[src/verilog/bscd_pkg.sv]
// Purpose: shared constants and carriers for the skip/call/clear decoder
// Assumes: 12-bit instruction words, 11-bit program counter, 8-bit data
// Notes:   status bit 2 is the zero flag; bits 6:5 are the page select
package bscd_pkg;
    localparam int          INSN_W       = 12;
    localparam int          PC_W         = 11;
    localparam int          DATA_W       = 8;
    localparam logic [3:0]  OP_SKIP_SET  = 4'h7;
    localparam logic [3:0]  OP_CALL      = 4'h9;
    localparam logic [11:0] WORD_CLR_W   = 12'h040;
    localparam logic [11:0] WORD_NOP     = 12'h000;
    localparam int          OPC_HI       = 11;
    localparam int          OPC_LO       = 8;
    localparam int          BIT_HI       = 7;
    localparam int          BIT_LO       = 5;
    localparam int          REG_HI       = 4;
    localparam int          REG_LO       = 0;
    localparam int          K_HI         = 7;
    localparam int          K_LO         = 0;
    localparam int          ST_PAGE_HI   = 6;
    localparam int          ST_PAGE_LO   = 5;
    localparam int          ST_ZERO      = 2;
    localparam logic [10:0] PC_RESET     = 11'h7ff;
    localparam logic [7:0]  DATA_ZERO    = 8'h00;

    // decoded form of one instruction word
    typedef struct packed {
        logic       skip_set;
        logic       call;
        logic       clr_w;
        logic [2:0] bit_sel;
        logic [4:0] reg_sel;
        logic [7:0] k;
    } bscd_dec_t;

    // return-stack push request
    typedef struct packed {
        logic             push;
        logic [PC_W-1:0]  addr;
    } bscd_push_t;
endpackage

[src/verilog/bscd_decode.sv]
// Purpose: pure decode of an instruction word into operation fields
// Assumes: word is stable during the cycle it is executed
// Notes:   combinational leaf, the top registers everything it uses
`timescale 1ns/1ps
`default_nettype none
module bscd_decode (
    input  wire logic [11:0]         word_i,
    output var bscd_pkg::bscd_dec_t  dec_o
);
    // opcode match on the top nibble, clear-w on the whole word
    always_comb begin
        dec_o          = '0;
        dec_o.skip_set = (word_i[bscd_pkg::OPC_HI:bscd_pkg::OPC_LO] == bscd_pkg::OP_SKIP_SET);
        dec_o.call     = (word_i[bscd_pkg::OPC_HI:bscd_pkg::OPC_LO] == bscd_pkg::OP_CALL);
        dec_o.clr_w    = (word_i == bscd_pkg::WORD_CLR_W);
        dec_o.bit_sel  = word_i[bscd_pkg::BIT_HI:bscd_pkg::BIT_LO];
        dec_o.reg_sel  = word_i[bscd_pkg::REG_HI:bscd_pkg::REG_LO];
        dec_o.k        = word_i[bscd_pkg::K_HI:bscd_pkg::K_LO];
    end
endmodule
`default_nettype wire

[src/verilog/bscd_core.sv]
// Purpose: executes bit-test-skip-if-set, subroutine call and clear-work-register
// Assumes: fetch supplies the prefetched word each cycle; register file reads
//          combinationally from reg_addr_o; one cycle per instruction clock
// Notes:   a taken skip and a call flush the prefetch and run a no-operation next cycle
//          reg_addr_o is registered, so the register file answers for the word
//          shown one edge earlier; fetch must present each address a cycle
//          ahead, and holding every word for two cycles is the simplest way
//          the counter still advances in the flushed slot, so execution after
//          a taken skip resumes two words past the skip
//          a call only requests the push; the return stack itself lives outside
//          status_i is read on the call's own edge, not in the no-op slot
//          only the zero flag has a write strobe, so no other flag is ever written
//          call walk: edge 1 pushes the return address, loads the target and
//          flags the discard; edge 2 runs the no-op slot and steps the counter
//          skip walk: edge 1 tests the bit and flags the discard when it is set;
//          edge 2 runs the no-op slot, so a taken skip costs one extra cycle
//
// How it works
// - top nibble 0111 tests bit, skips if set
// - taken skip flushes prefetch, runs no-operation, two cycles
// - call pushes program counter plus one first
// - call loads immediate into counter bits 7:0
// - call copies status 6:5 into counter 10:9
// - call clears counter bit 8, two cycles
`timescale 1ns/1ps
`default_nettype none
module bscd_core (
    // clock and reset
    input  wire logic                  ref_clk_i,
    input  wire logic                  resetn_i,
    // fetch, register file and status inputs
    input  wire logic [11:0]           insn_i,
    input  wire logic [7:0]            reg_data_i,
    input  wire logic [7:0]            status_i,
    // register file read address, registered one edge ahead
    output logic      [4:0]            reg_addr_o,
    // program counter and return-stack push request
    output logic      [10:0]           pc_o,
    output var bscd_pkg::bscd_push_t   push_o,
    // working register and zero flag writes
    output logic                       w_we_o,
    output logic      [7:0]            w_data_o,
    output logic                       zero_we_o,
    output logic                       zero_o,
    // pipeline view: discard marker and the word that executed
    output logic                       flush_o,
    output logic      [11:0]           exec_word_o
);
    // two-state view: normal execute, or the flushed no-operation slot
    typedef enum logic [0:0] {
        BSCD_EXEC  = 1'b0,
        BSCD_FLUSH = 1'b1
    } bscd_state_t;

    // whole state of the executor; each top-level output is one field of it
    typedef struct packed {
        // sequencing
        bscd_state_t          state;
        logic [10:0]          pc;
        bscd_pkg::bscd_push_t push;
        // working register and zero flag writes
        logic                 w_we;
        logic [7:0]           w_data;
        logic                 zero_we;
        logic                 zero;
        // pipeline view
        logic                 flush;
        logic [11:0]          word;
        logic [4:0]           reg_addr;
    } bscd_st_t;

    // registered state and its next value
    bscd_st_t             st_q;
    bscd_st_t             st_d;

    // decode and execute helpers, all combinational
    bscd_pkg::bscd_dec_t  dec;
    logic [11:0]          cur_word;
    logic                 live;
    logic [7:0]           bit_hit;
    logic                 bit_set;

    // operation select and the values each operation writes
    logic                 skip_take;
    logic                 call_take;
    logic                 clr_take;
    logic [10:0]          pc_inc;
    logic [1:0]           page_sel;
    logic [10:0]          call_target;
    bscd_pkg::bscd_push_t push_req;
    logic [4:0]           next_addr;

    // a slot is live unless the previous instruction discarded its word
    assign live = (st_q.state == BSCD_EXEC);

    // the word executing now is the prefetched one unless it was discarded
    assign cur_word = live ? insn_i : bscd_pkg::WORD_NOP;

    // field split of the executing word
    bscd_decode u_dec (
        .word_i (cur_word),
        .dec_o  (dec)
    );

    // one tap per data bit; the decoded bit number enables exactly one tap
    for (genvar i = 0; i < bscd_pkg::DATA_W; i++) begin : g_bit
        assign bit_hit[i] = reg_data_i[i] & (dec.bit_sel == 3'(i));
    end

    // the tested bit; reg_data_i answers for reg_addr_o, loaded one edge ahead
    assign bit_set = |bit_hit;

    // which operation this slot carries out; a discarded slot decodes as a no-op
    assign skip_take = dec.skip_set & bit_set;
    assign call_take = dec.call;
    assign clr_take  = dec.clr_w;

    // sequential successor, which is also the return address of a call
    assign pc_inc = st_q.pc + 11'h001;

    // page select is read from status on the call's own edge
    assign page_sel = status_i[bscd_pkg::ST_PAGE_HI:bscd_pkg::ST_PAGE_LO];

    // call target: page bits on top, bit 8 forced low, low byte from the word
    assign call_target = {page_sel,
                          1'b0,
                          dec.k};

    // push request built apart so it carries the counter before the jump
    assign push_req = '{push: call_take, addr: pc_inc};

    // the read address follows the newest fetched word, live slot or not
    assign next_addr = insn_i[bscd_pkg::REG_HI:bscd_pkg::REG_LO];

    // next-state logic; strobes default low, so flags hold unless clear-work runs
    always_comb begin
        // pulsed outputs fall back to idle every cycle
        st_d          = st_q;
        st_d.push     = '0;
        st_d.w_we     = 1'b0;
        st_d.zero_we  = 1'b0;
        st_d.flush    = 1'b0;
        // pipeline bookkeeping follows the fetch every cycle
        st_d.word     = cur_word;
        st_d.reg_addr = next_addr;
        st_d.state    = BSCD_EXEC;
        st_d.pc       = pc_inc;
        case (st_q.state)
            BSCD_EXEC: begin
                if (skip_take) begin
                    // discard the prefetched word; the no-op slot is the second cycle
                    st_d.flush = 1'b1;
                    st_d.state = BSCD_FLUSH;
                end else if (call_take) begin
                    // return address goes out on the same edge the counter jumps
                    st_d.push  = push_req;
                    st_d.pc    = call_target;
                    st_d.flush = 1'b1;
                    st_d.state = BSCD_FLUSH;
                end else if (clr_take) begin
                    // working register cleared and the zero flag written high
                    st_d.w_we    = 1'b1;
                    st_d.w_data  = bscd_pkg::DATA_ZERO;
                    st_d.zero_we = 1'b1;
                    st_d.zero    = 1'b1;
                end
            end

            BSCD_FLUSH: begin
                // the no-op slot writes nothing and returns to normal execution
                st_d.state = BSCD_EXEC;
            end

            default: begin
                // unreachable with a one-bit state; recover to execute
                st_d.state = BSCD_EXEC;
            end
        endcase
    end

    // single state register, synchronous active-low reset
    always_ff @(posedge ref_clk_i) begin
        if (!resetn_i) begin
            // idle control, counter at its reset vector
            st_q.state    <= BSCD_EXEC;
            st_q.pc       <= bscd_pkg::PC_RESET;
            st_q.push     <= '0;
            st_q.flush    <= 1'b0;
            // no pending writes; data paths cleared
            st_q.w_we     <= 1'b0;
            st_q.w_data   <= bscd_pkg::DATA_ZERO;
            st_q.zero_we  <= 1'b0;
            st_q.zero     <= 1'b0;
            // nothing has executed yet and nothing is being read ahead
            st_q.word     <= bscd_pkg::WORD_NOP;
            st_q.reg_addr <= '0;
        end else begin
            st_q <= st_d;
        end
    end

    // program counter and return-stack side
    assign pc_o        = st_q.pc;
    assign push_o      = st_q.push;

    // working register and zero flag side
    assign w_we_o      = st_q.w_we;
    assign w_data_o    = st_q.w_data;
    assign zero_we_o   = st_q.zero_we;
    assign zero_o      = st_q.zero;

    // pipeline side: discard marker and the word that executed
    assign flush_o     = st_q.flush;
    assign exec_word_o = st_q.word;

    // read address for the register file, one word ahead
    assign reg_addr_o  = st_q.reg_addr;
endmodule
`default_nettype wire

[config.mk]
export PLATFORM = sky130hd
export DESIGN_NAME = bscd_core
export DESIGN_NICKNAME = d
export VERILOG_FILES = /design/src/verilog/bscd_pkg.sv /design/src/verilog/bscd_decode.sv /design/src/verilog/bscd_core.sv
export SDC_FILE = /design/constraint.sdc
export NUM_CORES = 1
export LEC_CHECK = 0
export BUFFER_PORTS_ARGS = -buffer_cell sky130_fd_sc_hd__buf_2
export CORE_MARGIN = 5
export CORE_UTILIZATION = 50
export CTS_CLUSTER_SIZE = 30
export DETAILED_ROUTE_END_ITERATION = 6
export PLACE_DENSITY = 0.83
export SLEW_MARGIN = 20
export SYNTH_ARGS = -nofsm -noshare
export SYNTH_HDL_FRONTEND = slang
export SYNTH_HIERARCHICAL = 1
export SYNTH_SLANG_ARGS = --single-unit
[constraint.sdc]
create_clock -name ref_clk_i -period 5.15 [get_ports ref_clk_i]
set_input_delay 0.7725 -clock ref_clk_i [delete_from_list [all_inputs] [get_ports ref_clk_i]]
set_output_delay 0.7725 -clock ref_clk_i [all_outputs]
set_load 0.02 [all_outputs]
==> flow_metrics.env, run 1 <==
export IMPL_status="finished clean"
export IMPL_ant_nets=0
export IMPL_critPathTopFamily="compound AO/OA/AOI/OAI gates"
export IMPL_seq_power_share=0.458
export IMPL_wl_um=3726
export IMPL_power_density_nw_per_um2=383.7
export IMPL_dpl_hpwl_um=2771
export IMPL_path_class="in2reg"
export IMPL_end_kind="flip-flop"
export IMPL_clkLatencyLatePin_ns=0.29
export IMPL_holdBufCountCts=0
export IMPL_post_cts_setup_buffers=0
export IMPL_grt_first_pass_wirelength_um=6044
export IMPL_nets=281
export IMPL_fillers=341
export IMPL_cts_resized=0
export IMPL_drive_gt1_frac=0.3785
export IMPL_ios=82
export IMPL_crit_fanout=12
export IMPL_cp_num_buf_inv=1
export IMPL_worstMarginPinSlew_ns=0.7083
export IMPL_num_rows=22
export IMPL_cts_buffer_depth=2
export IMPL_swShare=0.3291
export IMPL_diodes=0
export IMPL_syn_instance_count=194
export IMPL_yosys_warnings=6
export IMPL_vias_per_cell=4.880
export IMPL_finalHoldViolCount=0
export IMPL_worst_clock_skew_ns=0.002719
export IMPL_cts_made_buffers=5
export IMPL_cp_data_arrival_time_ns=2.72
export IMPL_portBuffers=67
export IMPL_post_drt_wl_per_cell_um=12.46
export IMPL_cts_root_buf="clkbuf_8"
export IMPL_finish_utilization=0.6106
export IMPL_grt_max_degree=27
export IMPL_slew_headroom=0.5261
export IMPL_min_period_over_period=0.4987
export IMPL_grt_overflow_total=0
export IMPL_irDropWorstVdd_mv=0.1251
export IMPL_syn_avg_cell_area_um2=9.829
export IMPL_layout_common_cells="buf_2, dfxtp_1, and2_1"
export IMPL_antenna_found_initial=0
export IMPL_worst_endpoint_required_ns=5.30
export IMPL_die_x_um=71.76
export IMPL_worst_path_max_delay_cell="a2111o_1"
export IMPL_first_pass_iters=4
export IMPL_grt_setup_unrepaired="false"
export IMPL_gp_congestion=0.7965
export IMPL_grt_pass1_vias=1335
export IMPL_max_stage_delay_ns=0.61
export IMPL_finalMaxSlewViolations=0
export IMPL_drtIter0Drc=110
export IMPL_syn_area_um2=1907
export IMPL_switchingPower_uw=284.4
export IMPL_clkTransAtPathRegs_ns=0.07
export IMPL_final_common_cell="buf_2"
export IMPL_groute_usage_overall=0.1489
export IMPL_finalCriticalPeriod_ns=2.568
export IMPL_p_comb_frac=0.278
export IMPL_vias=1459
export IMPL_hold_class="reg2reg"
export IMPL_die_area_um2=5149
export IMPL_p_int_uw=579.7
export IMPL_die_y_um=71.76
export IMPL_critPathLaunchType="input port"
export IMPL_syn_to_final_growth_pct=18.11
export IMPL_drv_cap=0
export IMPL_fmax_mhz=389.4
export IMPL_cts_tree="built"
export IMPL_core_area_um2=3689
export IMPL_htree_levels=2
export IMPL_cts_num_sinks=43
export IMPL_setup_viol=0
export IMPL_start_util=0.5170
export IMPL_worst_hold_slack_ns=0.4658
export IMPL_clockPowerShare=0.264
export IMPL_p_leak_uw=0.001051
export IMPL_tns_ns=0
export IMPL_drc=0
export IMPL_crit_path_cell_trace="buf_2 > nor2b_1 > mux2i_1 > a221oi_2 > a2111o_1 > a21oi_1"
==> worst reg2reg max path, cell delays in order (launching register included) <==
cell	delay, ns
dfxtp_1	0.47
nor2b_1	0.44
mux2i_1	0.17
a221oi_2	0.61
a2111o_1	0.61
a21oi_1	0.11
==> registers in the layout, summed over array words and instances, names as in the netlist <==
name / cells
exec_word_o: 12
st_q: 1
reg_addr_o: 5
w_we_o: 1
push_o: 12
zero_o: 1
pc_o: 11
==> layout make-up <==
class | count | area (um^2) | share of cell area
tap | 48 | 60.06 | 0.02667
multi-input combinational | 125 | 865.8 | 0.3844
inverter | 8 | 30.03 | 0.01333
sequential | 43 | 860.8 | 0.3822
clock buffer | 8 | 100.1 | 0.04444
timing repair buffer | 67 | 335.3 | 0.1489
==> power groups by stage <==
stage | Clock [uW] | Combinational (uW) | Sequential, uW
after floorplan | 0 | 143 | 441
after global placement | 0 | 234 | 402
after detailed placement | 0 | 241 | 402
after CTS | 233 | 243 | 395
after global routing | 248 | 269 | 401
final | 228 | 241 | 395
==> per-stage QoR <==
stage	total power [uW]	worst slack (ns)	instance area [um^2]	std cells
2_1_floorplan	584.3	2.704	1933	201
3_3_place_gp	635.9	2.297	2152	291
3_5_place_dp	643.4	2.276	2152	291
4_1_cts	870.1	2.561	2252	299
5_1_grt	917.1	2.418	2252	299
6_report	864.2	2.582	2252	299
==> final timing paths <==
path         depth (start not counted)         to  slack, ns       from
min                                  1     zero_o       0.47     zero_o
min reg2reg                          1     zero_o       0.47     zero_o
max reg2reg                          5  push_o[7]       2.62   st_q[52]
max                                  6  push_o[7]       2.58  insn_i[7]
==> metal layers <==
| layer | wire length [um] | up-vias | global-route usage |
|---|---|---|---|
| li1 | - | 732 | - |
| met1 | 1546 | 665 | 0.1755 |
| met2 | 1808 | 55 | 0.2459 |
| met3 | 297 | 7 | 0.03927 |
| met4 | 74 | 0 | 0.07933 |
| met5 | 0 | - | 0 |
No activity file was read; power rests on OpenSTA's default activity.
==> run 2: changes to the inputs <==
--- a/config.mk
+++ b/config.mk
@@ -7,10 +7,10 @@
 export LEC_CHECK = 0
 export BUFFER_PORTS_ARGS = -buffer_cell sky130_fd_sc_hd__buf_2
 export CORE_MARGIN = 5
-export CORE_UTILIZATION = 50
+export CORE_UTILIZATION = 43
 export CTS_CLUSTER_SIZE = 30
 export DETAILED_ROUTE_END_ITERATION = 6
-export PLACE_DENSITY = 0.83
+export PLACE_DENSITY = 0.76
 export SLEW_MARGIN = 20
 export SYNTH_ARGS = -nofsm -noshare
 export SYNTH_HDL_FRONTEND = slang
==> constraint.sdc (replaced) <==
create_clock -name ref_clk_i -period 2.18 [get_ports ref_clk_i]
set_input_delay 0.327 -clock ref_clk_i [delete_from_list [all_inputs] [get_ports ref_clk_i]]
set_output_delay 0.327 -clock ref_clk_i [all_outputs]
set_load 0.02 [all_outputs]
==> run 2 against run 1 <==
  * Global-route usage shrank 1.3 points
  * Critical path depth decreased by 1
  * Die area rose by 14%
  * Register-to-register slack got worse by 2.5 ns
  * Worst hold slack lost 0.22 ns
  * Critical path type is now reg2reg
  * Largest power group unchanged
==> flow_metrics.env, run 2 (same netlist as run 1, synthesis figures left out) <==
export IMPL_critPathLaunchType="flip-flop"
export IMPL_switchingPower_uw=674.1
export IMPL_seq_area_um2=862.1
export IMPL_hold_class="in2reg"
export IMPL_diodes=0
export IMPL_worst_clock_skew_ns=0.004258
export IMPL_vias_per_cell=4.772
export IMPL_wl_um=3875
export IMPL_dp_cells=305
export IMPL_finalHoldViolCount=0
export IMPL_cts_tree="built"
export IMPL_first_pass_iters=4
export IMPL_crit_path_cell_trace="nor2b_4 > mux4_2 > nand2b_4 > a21oi_4 > mux2_2"
export IMPL_final_cells=312
export IMPL_grt_max_degree=22
export IMPL_gp_congestion=0.7498
export IMPL_setup_viol=0
export IMPL_syn_to_final_growth_pct=22.24
export IMPL_ios=82
export IMPL_finalMaxSlewViolations=0
export IMPL_post_drt_wl_per_cell_um=12.42
export IMPL_cts_made_buffers=5
export IMPL_finalCriticalPeriod_ns=2.024
export IMPL_p_int_uw=1341
export IMPL_status="finished clean"
export IMPL_dpl_hpwl_um=2997
export IMPL_ant_nets=0
export IMPL_die_y_um=76.59
export IMPL_antenna_found_initial=0
export IMPL_grt_overflow_total=0
export IMPL_worst_path_max_delay_cell="mux4_2"
export IMPL_grt_first_pass_wirelength_um=6437
export IMPL_fillers=414
export IMPL_critPathTopFamily="multiplexers"
export IMPL_p_comb_frac=0.290
export IMPL_cp_data_arrival_time_ns=2.21
export IMPL_die_x_um=76.59
export IMPL_grt_pass1_vias=1415
export IMPL_irDropWorstVdd_mv=0.2882
export IMPL_cts_num_sinks=43
export IMPL_finish_utilization=0.5391
export IMPL_swShare=0.3346
export IMPL_drc=0
export IMPL_tns_ns=0
export IMPL_layout_common_cells="buf_2, dfxtp_1, and2_1"
export IMPL_drv_cap=0
export IMPL_drive_gt1_frac=0.4154
export IMPL_final_common_cell="buf_2"
export IMPL_end_kind="flip-flop"
export IMPL_seq_power_share=0.462
export IMPL_post_cts_setup_buffers=0
export IMPL_start_util=0.4410
export IMPL_crit_fanout=10
export IMPL_drtIter0Drc=79
export IMPL_multi_input_area_um2=875.8
export IMPL_clkTransAtPathRegs_ns=0.07
export IMPL_grt_setup_unrepaired="false"
export IMPL_htree_levels=2
export IMPL_power_density_nw_per_um2=864.3
export IMPL_groute_usage_overall=0.1356
export IMPL_num_rows=24
export IMPL_path_class="reg2reg"
export IMPL_cts_root_buf="clkbuf_8"
export IMPL_p_leak_uw=0.001103
export IMPL_max_stage_delay_ns=0.50
export IMPL_clkLatencyLatePin_ns=0.29
export IMPL_fmax_mhz=494.1
export IMPL_portBuffers=67
export IMPL_vias=1489
export IMPL_cp_num_buf_inv=0
export IMPL_core_area_um2=4324
export IMPL_worst_endpoint_required_ns=2.36
export IMPL_min_period_over_period=0.9283
export IMPL_clockPowerShare=0.248
export IMPL_die_area_um2=5866
export IMPL_nets=291
export IMPL_cts_buffer_depth=2
## run 2: cell types whose count changed in the layout (fill, tap and decap cells not counted), sizes merged
cell | previous run | this run
clkinv | 0 | 1
buf | 67 | 77
clkbuf | 8 | 6
## run 2: layer usage
layer  up-vias  GRT usage  part of all wire
met3         9    0.03428             0.069
met2        52     0.2192              0.47
li1        752          -                 -
met4         0    0.07692             0.025
met5         -          0                 0
met1       676     0.1620              0.44
## run 2: repair_timing
| action | CTS | global route |
|---|---|---|
| setup endpoints to repair | 0 | 10 |
| hold buffers | 0 | 0 |
| gates resized for setup | 0 | 2 |
## run 2: path summary, 6_finish.rpt
check,to,slack (ns),from,cells after the start
min reg2reg,zero_o,0.47,zero_o,1
max,pc_o[0],0.16,st_q[52],5
max reg2reg,pc_o[0],0.16,st_q[52],5
min,exec_word_o[8],0.25,insn_i[8],2
## run 2: power by group through the flow
stage	sequential [uW]	combinational [uW]	clock, uW
final	931	584	500
after global routing	944	646	538
after CTS	930	586	513
after detailed placement	948	583	0
after global placement	947	572	0
after floorplan	1040	340	0
## run 2: final cells by class
| class | instances | area share |
|---|---|---|
| clock buffer | 6 | 0.03543 |
| clock inverter | 1 | 0.002147 |
| inverter | 8 | 0.01288 |
| multi-input combinational | 125 | 0.3757 |
| sequential | 43 | 0.3698 |
| tap | 52 | 0.02791 |
| timing repair buffer | 77 | 0.1761 |
## run 2: per-stage QoR
step | hold slack [ns] | total power [uW] | cell area [um^2] | setup slack (ns)
floorplan | 0.4487 | 1382 | 1947 | 0.003160
global placement | 0.4431 | 1519 | 2236 | 0.04611
detailed placement | 0.4530 | 1531 | 2236 | 0.002051
CTS | 0.2407 | 2028 | 2323 | 0.06737
global route | 0.2441 | 2127 | 2331 | 0.02994
finish | 0.2464 | 2015 | 2331 | 0.1563
